### src/shared/vfv_pkg.sv
// Package for the display field and vertical bit generator
//
// Notes on behaviour
// - Clear line match at EAV drives F to 0
// - F holds until set line, then 1
// - F ignores the external field output
// - Field register: set 27-16, clear 11-0
// - Reserved bits read zero, ignore writes
// - Field 1 vblank start match sets V
// - V holds until field 1 active line
// - V ignores the external vblank output
// - Field 1 DMA requests start at line 1
// - Field 1 V register: clear 27-16, set 11-0
// - Field 2 vblank start match sets V
// - V holds until field 2 active line
// - Field 2 V register: clear 27-16, set 11-0
package vfv_pkg;

  // ****************************************************
  // Register map (byte addresses)
  // ****************************************************
  localparam logic [3:0] VFV_ADDR_FIELD_BIT   = 4'h0;
  localparam logic [3:0] VFV_ADDR_F1_VBLANK   = 4'h4;
  localparam logic [3:0] VFV_ADDR_F2_VBLANK   = 4'h8;
  localparam int         VFV_ADDR_W           = 4;

  // ****************************************************
  // Field layout
  // ****************************************************
  localparam int          VFV_LINE_W          = 12;
  localparam int          VFV_HI_LSB          = 16;
  localparam int          VFV_HI_MSB          = 27;
  localparam int          VFV_LO_LSB          = 0;
  localparam int          VFV_LO_MSB          = 11;
  localparam logic [31:0] VFV_WRITE_MASK      = 32'h0FFF0FFF;
  localparam logic [31:0] VFV_REG_RESET       = 32'h00000000;
  localparam logic [11:0] VFV_DMA_START_LINE  = 12'h001;

  typedef enum logic [1:0] {
    VFV_WAIT_LINE1,
    VFV_DMA_RUN
  } vfv_dma_state_t;

endpackage

### src/design/vfv_top.sv
// Field and vertical blanking bit generator with its registers
//
// The register offsets and the strobed register port were chosen for this implementation.
module vfv_top
  import vfv_pkg::*;
(
  input  wire  logic                        clock,            // Pixel clock, 40 MHz
  input  wire  logic                        rst,              // Async reset, high
  input  wire  logic [vfv_pkg::VFV_ADDR_W-1:0] reg_addr,      // Register byte address
  input  wire  logic [31:0]                 reg_wdata,        // Write data
  input  wire  logic                        reg_wr,           // Write strobe
  input  wire  logic                        reg_rd,           // Read strobe
  output logic [31:0]                       reg_rdata,        // Read data, next cycle
  input  wire  logic                        raw_mode,         // Raw data display mode
  input  wire  logic                        eav_strobe,       // EAV opening a line
  input  wire  logic                        sav_strobe,       // SAV of current line
  input  wire  logic [11:0]                 frame_line_count, // Frame line counter
  output logic                              eav_f_bit,        // F for EAV code
  output logic                              eav_v_bit,        // V for EAV code
  output logic                              sav_f_bit,        // F for SAV code
  output logic                              sav_v_bit,        // V for SAV code
  output logic                              dma_request_enable // Field 1 DMA events allowed
);

  import vfv_pkg::*;

  // ****************************************************
  // Registers
  // ****************************************************
  logic [31:0] field_bit_lines_ff;
  logic [31:0] field1_vblank_bit_lines_ff;
  logic [31:0] field2_vblank_bit_lines_ff;
  logic [31:0] rdata_ff;
  logic [31:0] nxt_field_bit_lines;
  logic [31:0] nxt_field1_vblank_bit_lines;
  logic [31:0] nxt_field2_vblank_bit_lines;
  logic [31:0] nxt_rdata;

  always_comb begin
    nxt_field_bit_lines         = field_bit_lines_ff;
    nxt_field1_vblank_bit_lines = field1_vblank_bit_lines_ff;
    nxt_field2_vblank_bit_lines = field2_vblank_bit_lines_ff;
    nxt_rdata                   = 32'h00000000;
    if (reg_wr) begin
      case (reg_addr)
        VFV_ADDR_FIELD_BIT: begin
          nxt_field_bit_lines = reg_wdata & VFV_WRITE_MASK;
        end
        VFV_ADDR_F1_VBLANK: begin
          nxt_field1_vblank_bit_lines = reg_wdata & VFV_WRITE_MASK;
        end
        VFV_ADDR_F2_VBLANK: begin
          nxt_field2_vblank_bit_lines = reg_wdata & VFV_WRITE_MASK;
        end
        default: begin
        end
      endcase
    end
    if (reg_rd) begin
      case (reg_addr)
        VFV_ADDR_FIELD_BIT: nxt_rdata = field_bit_lines_ff;
        VFV_ADDR_F1_VBLANK: nxt_rdata = field1_vblank_bit_lines_ff;
        VFV_ADDR_F2_VBLANK: nxt_rdata = field2_vblank_bit_lines_ff;
        default:            nxt_rdata = 32'h00000000;
      endcase
    end
  end

  always_ff @(posedge clock or posedge rst) begin
    if (rst) begin
      field_bit_lines_ff         <= VFV_REG_RESET;
      field1_vblank_bit_lines_ff <= VFV_REG_RESET;
      field2_vblank_bit_lines_ff <= VFV_REG_RESET;
      rdata_ff                   <= 32'h00000000;
    end else begin
      field_bit_lines_ff         <= nxt_field_bit_lines;
      field1_vblank_bit_lines_ff <= nxt_field1_vblank_bit_lines;
      field2_vblank_bit_lines_ff <= nxt_field2_vblank_bit_lines;
      rdata_ff                   <= nxt_rdata;
    end
  end

  assign reg_rdata = rdata_ff;

  // ****************************************************
  // Line fields
  // ****************************************************
  logic [11:0] field2_start_line;
  logic [11:0] field1_start_line;
  logic [11:0] f1_vblank_start_line;
  logic [11:0] f1_active_start_line;
  logic [11:0] f2_vblank_start_line;
  logic [11:0] f2_active_start_line;

  assign field2_start_line    = field_bit_lines_ff[VFV_HI_MSB:VFV_HI_LSB];
  assign field1_start_line    = field_bit_lines_ff[VFV_LO_MSB:VFV_LO_LSB];
  assign f1_active_start_line = field1_vblank_bit_lines_ff[VFV_HI_MSB:VFV_HI_LSB];
  assign f1_vblank_start_line = field1_vblank_bit_lines_ff[VFV_LO_MSB:VFV_LO_LSB];
  assign f2_active_start_line = field2_vblank_bit_lines_ff[VFV_HI_MSB:VFV_HI_LSB];
  assign f2_vblank_start_line = field2_vblank_bit_lines_ff[VFV_LO_MSB:VFV_LO_LSB];

  // ****************************************************
  // Bit generation
  // ****************************************************
  logic eav_active;
  logic f_q;
  logic v1_q;
  logic v2_q;

  // Raw mode uses no timing codes, so the bits freeze
  assign eav_active = eav_strobe & ~raw_mode;

  // Only line count compares drive F, no external field signal
  vfv_line_match u_field_bit (
    .clock      (clock),
    .rst        (rst),
    .eav_strobe (eav_active),
    .line_count (frame_line_count),
    .set_line   (field2_start_line),
    .clr_line   (field1_start_line),
    .bit_q      (f_q)
  );

  vfv_line_match u_f1_vblank (
    .clock      (clock),
    .rst        (rst),
    .eav_strobe (eav_active),
    .line_count (frame_line_count),
    .set_line   (f1_vblank_start_line),
    .clr_line   (f1_active_start_line),
    .bit_q      (v1_q)
  );

  vfv_line_match u_f2_vblank (
    .clock      (clock),
    .rst        (rst),
    .eav_strobe (eav_active),
    .line_count (frame_line_count),
    .set_line   (f2_vblank_start_line),
    .clr_line   (f2_active_start_line),
    .bit_q      (v2_q)
  );

  assign eav_f_bit = f_q;
  assign eav_v_bit = v1_q | v2_q;

  // ****************************************************
  // SAV copies
  // ****************************************************
  logic sav_f_ff;
  logic sav_v_ff;
  logic nxt_sav_f;
  logic nxt_sav_v;

  always_comb begin
    nxt_sav_f = sav_f_ff;
    nxt_sav_v = sav_v_ff;
    if (sav_strobe & ~raw_mode) begin
      nxt_sav_f = f_q;
      nxt_sav_v = v1_q | v2_q;
    end
  end

  always_ff @(posedge clock or posedge rst) begin
    if (rst) begin
      sav_f_ff <= 1'b0;
      sav_v_ff <= 1'b0;
    end else begin
      sav_f_ff <= nxt_sav_f;
      sav_v_ff <= nxt_sav_v;
    end
  end

  assign sav_f_bit = sav_f_ff;
  assign sav_v_bit = sav_v_ff;

  // ****************************************************
  // Field 1 DMA gating
  // ****************************************************
  vfv_dma_state_t dma_state_ff;
  vfv_dma_state_t nxt_dma_state;

  always_comb begin
    nxt_dma_state = dma_state_ff;
    case (dma_state_ff)
      VFV_WAIT_LINE1: begin
        if (frame_line_count == VFV_DMA_START_LINE) begin
          nxt_dma_state = VFV_DMA_RUN;
        end
      end
      VFV_DMA_RUN: begin
        nxt_dma_state = VFV_DMA_RUN;
      end
      default: begin
        nxt_dma_state = VFV_WAIT_LINE1;
      end
    endcase
  end

  always_ff @(posedge clock or posedge rst) begin
    if (rst) begin
      dma_state_ff <= VFV_WAIT_LINE1;
    end else begin
      dma_state_ff <= nxt_dma_state;
    end
  end

  assign dma_request_enable = (dma_state_ff == VFV_DMA_RUN);

endmodule

### src/design/vfv_line_match.sv
// Set and clear comparator holding one timing reference bit
module vfv_line_match (
  input  wire  logic        clock,      // Pixel clock
  input  wire  logic        rst,        // Async reset, high
  input  wire  logic        eav_strobe, // EAV opening a line
  input  wire  logic [11:0] line_count, // Frame line count
  input  wire  logic [11:0] set_line,   // Line that sets the bit
  input  wire  logic [11:0] clr_line,   // Line that clears the bit
  output logic              bit_q       // Held bit value
);

  logic bit_ff;
  logic nxt_bit;

  always_comb begin
    nxt_bit = bit_ff;
    if (eav_strobe) begin
      if (line_count == clr_line) begin
        nxt_bit = 1'b0;
      end else if (line_count == set_line) begin
        nxt_bit = 1'b1;
      end
    end
  end

  always_ff @(posedge clock or posedge rst) begin
    if (rst) begin
      bit_ff <= 1'b0;
    end else begin
      bit_ff <= nxt_bit;
    end
  end

  assign bit_q = bit_ff;

endmodule

### config.mk
export PLATFORM = sky130hd
export DESIGN_NAME = vfv_top
export DESIGN_NICKNAME = d
export VERILOG_FILES = /design/src/shared/vfv_pkg.sv /design/src/design/vfv_top.sv /design/src/design/vfv_line_match.sv
export SDC_FILE = /design/constraint.sdc
export NUM_CORES = 1
export LEC_CHECK = 0
export BUFFER_PORTS_ARGS = -buffer_cell sky130_fd_sc_hd__buf_2
export CAP_MARGIN = 20
export CORE_MARGIN = 2
export CORE_UTILIZATION = 45
export CTS_CLUSTER_DIAMETER = 150
export DETAILED_ROUTE_END_ITERATION = 8
export PLACE_DENSITY = 0.67
export SYNTH_ARGS = -nofsm -noshare
export SYNTH_HDL_FRONTEND = slang
export SYNTH_HIERARCHICAL = 1
export SYNTH_SLANG_ARGS = --single-unit
### constraint.sdc
create_clock -name clock -period 3.6 [get_ports clock]
set_input_delay 0.36 -clock clock [delete_from_list [all_inputs] [get_ports clock]]
set_output_delay 0.36 -clock clock [all_outputs]
set_load 0.1 [all_outputs]
==> out/results.ini <==
[placed_design]
dp_hpwl_mm=8.769
io_buffer_count=75
postPlaceCellArea_mm2=0.005577
gp_congestion=0.8461
placed_cells=608

[finish]
fin_area_mm2=0.005896
final.fill_count=966
nets=535
layout.cells.non_filler=625
syn2layout_area_growth_pct=15.21
drive_gt1_frac=0.4144
diodes=0

[clock_tree]
clockBufferDepth=2
post_cts_resized=0
h-tree-depth=3
root_buffer=clkbuf_16
cts.sinks=102
cts_made_buffers=9
cts.clk_slew.worst_paths_ns=0.07
cts_tree=done
clkLatencyLatePin_ns=0.35

[power_and_ir_drop]
p_sw_mw=0.9948
p_clk_frac=0.307
combPwrFrac=0.225
p_int_mw=2.277
ir_worst_vdd_mv=0.4162
swShare=0.3040
p_leak_nw=2.699
p_seq_frac=0.468
pwr_density_cell_mw_per_mm2=555.0

[floorplan]
initial_utilization=0.4659
die_w_um=110.6
core-area_mm2=0.01098
die_area_mm2=0.01224
rows=38
fp.dieH_um=110.6
pin_count=92

[worst_hold_path]
holdPathStages=2
whs_endpoint=field2_vblank_bit_lines_ff[0]
min_from=reg_wdata[0]
hold_path.class=in2reg

[global_route]
antenna_found_initial=0
grt_pass1_wl_mm=19.53
grt_max_degree=47
overflow=0
track_usage=0.2080
grt_pass1_vias=3469

[synthesis]
yosys.area.top_type_share=0.4988
yosysTopAreaCell=dfrtp_1
synthTopCellsByCount=102 x dfrtp_1, 84 x mux2_2, 48 x xnor2_1
synth_area_per_cell_um2=12.67
yosysWarnings=6
yosysMostFrequentCell=dfrtp_1
synthTopCellsByArea=dfrtp_1 50%, mux2_2 18%, xnor2_1 8.2%
synth_edf_count=0
ys.flop_type=dfrtp_1
yosysSeqAreaShare=0.4988
post_synth_num_cell_types=35
synth_async_sr_flop_share=1.000
synth-seq-cells=102
syn_area_mm2=0.005117
syn_inst=404

[critical_path]
r2r-start=field_bit_lines_ff[21]
worstPathRequired_ns=3.83
crit_family=simple AND/OR/NAND/NOR gates
critPathCaptureType=flip-flop
crit_arrival_ns=2.03
reg2regPathDepth=4
worst_setup_path_start_kind=primary input
r2r_slack_ns=2.14
crit_cells=5
worstPathMaxFanout=28
crit_chain=buf_2, buf_4, nor2_1, nand3_2, mux2_2
reg2reg_to=u_field_bit/bit_q
critPathMaxStageDelay_ns=0.61
crit_slowest_cell=nand3_2
crit_type=in2reg
worst-path-buf-inv=2

[routing]
drt_first_pass_iters=4
dr_total_vias=3429
drt_iter0_drc=127
ant_nets=0
viasPerCell=5.486
wire_per_inst_um=19.79
post-route-drc-count=0
drt-total-wl_mm=12.37

[job]
cap_violations=0

[timing]
rsz0062_at_grt=false
fmax_mhz=554.0
post-route-min-period_ns=1.805
maxSlewHeadroom=0.4940
worst_pin_slew_ns=0.7582
fin_worst_skew_ns=0.009495
report.final.hold_viol_count=0
setup_violations=0
fin_setup_tns_ns=0
post-route-period-util=0.5014
drv_slew=0

[run_status]
status=finished, final reports clean

-- worst register-to-register path: stages, from the launching register on --
cell     delay (ns)
dfrtp_1        0.42
xnor2_1        0.18
nand4_1        0.12
nor4_1         0.49
o22a_1         0.21
-- final cells by class --
cell class	instances	area, um2	area share
Sequential cell	102	2552	0.4329
Multi-Input combinational cell	280	2404	0.4077
Timing Repair Buffer	83	437.9	0.07428
Clock buffer	10	239.0	0.04053
Tap cell	140	175.2	0.02971
Clock inverter	6	70.07	0.01188
Inverter	4	17.52	0.002971
-- power groups by stage --
stage	clock [mW]	sequential (mW)	combinational, mW
after detailed placement	0	1.56	0.734
after global routing	1.07	1.56	0.796
after CTS	1.02	1.53	0.738
after global placement	0	1.55	0.718
final	1.00	1.53	0.736
after floorplan	0	1.55	0.542
-- state kept, by name, indices dropped and copies added (netlist names) --
| name | flops |
|---|---|
| sav_f_bit | 1 |
| u_field_bit/bit_q | 1 |
| sav_v_bit | 1 |
| reg_rdata | 24 |
| field2_vblank_bit_lines_ff | 24 |
| u_f2_vblank/bit_q | 1 |
| field1_vblank_bit_lines_ff | 24 |
| field_bit_lines_ff | 24 |
| dma_state_ff | 1 |
| u_f1_vblank/bit_q | 1 |
-- layer usage --
layer,GRT usage,vias to the layer above,wire [um]
met4,0.04083,0,118
met3,0.05598,8,714
met5,0,-,0
li1,-,1555,-
met2,0.3288,92,5813
met1,0.2910,1774,5722
-- kinds of logic after synthesis --
family                    count (synthesis)  share of synthesized area
other                                     1                  0.0007328
buffers and inverters                    29                    0.03789
DFF                                     102                     0.4988
and+or+nand+nor                          73                    0.08533
xor gates and xnor gates                 72                     0.1232
muxes                                    98                     0.2125
AOI/OAI and AO/OA                        29                    0.04157
-- worst max-delay path by stage --
stage,to,slack [ns],startpoint
after floorplan,dma_state_ff[0],0.65,rst
after global placement,field_bit_lines_ff[4],1.46,reg_addr[3]
after detailed placement,field_bit_lines_ff[19],1.46,reg_addr[3]
after CTS,field_bit_lines_ff[2],1.80,reg_addr[3]
after global routing,field_bit_lines_ff[3],1.69,reg_addr[3]
final,field_bit_lines_ff[2],1.79,reg_addr[3]
-- what timing repair did --
| action | 4_1_cts | 5_1_grt |
|---|---|---|
| setup buffers | 0 | 0 |
| hold endpoints to repair | 3 | 0 |
| hold buffers | 1 | 0 |
-- cells in the final DEF (no fill, tap or decap), types with 2 or more instances in the layout --
master,count
nand2_1,10
mux2i_1,13
clkinvlp_4,3
clkbuf_16,9
dfrtp_1,102
inv_1,3
or2_2,8
a21oi_1,7
nand3_2,2
a2bb2oi_1,6
nor4_1,8
nand4_1,9
mux2_2,84
conb_1,8
xor2_1,24
a22oi_1,11
nor4_2,3
xnor2_1,48
nor2_1,18
buf_2,75
o22a_1,3
buf_4,7
nand3_1,6
-- per-stage QoR --
stage / hold slack [ns] / util / power, mW / setup WS [ns]
2_1_floorplan: 0.08871 / - / 2.088 / 0.6496
3_3_place_gp: 0.2558 / 0.5077 / 2.265 / 1.464
3_5_place_dp: 0.2572 / 0.5077 / 2.289 / 1.456
4_1_cts: 0.2597 / 0.5368 / 3.289 / 1.799
5_1_grt: 0.2647 / 0.5368 / 3.421 / 1.694
6_report: 0.2660 / 0.5368 / 3.272 / 1.795
(Power assumes the default switching activity.)
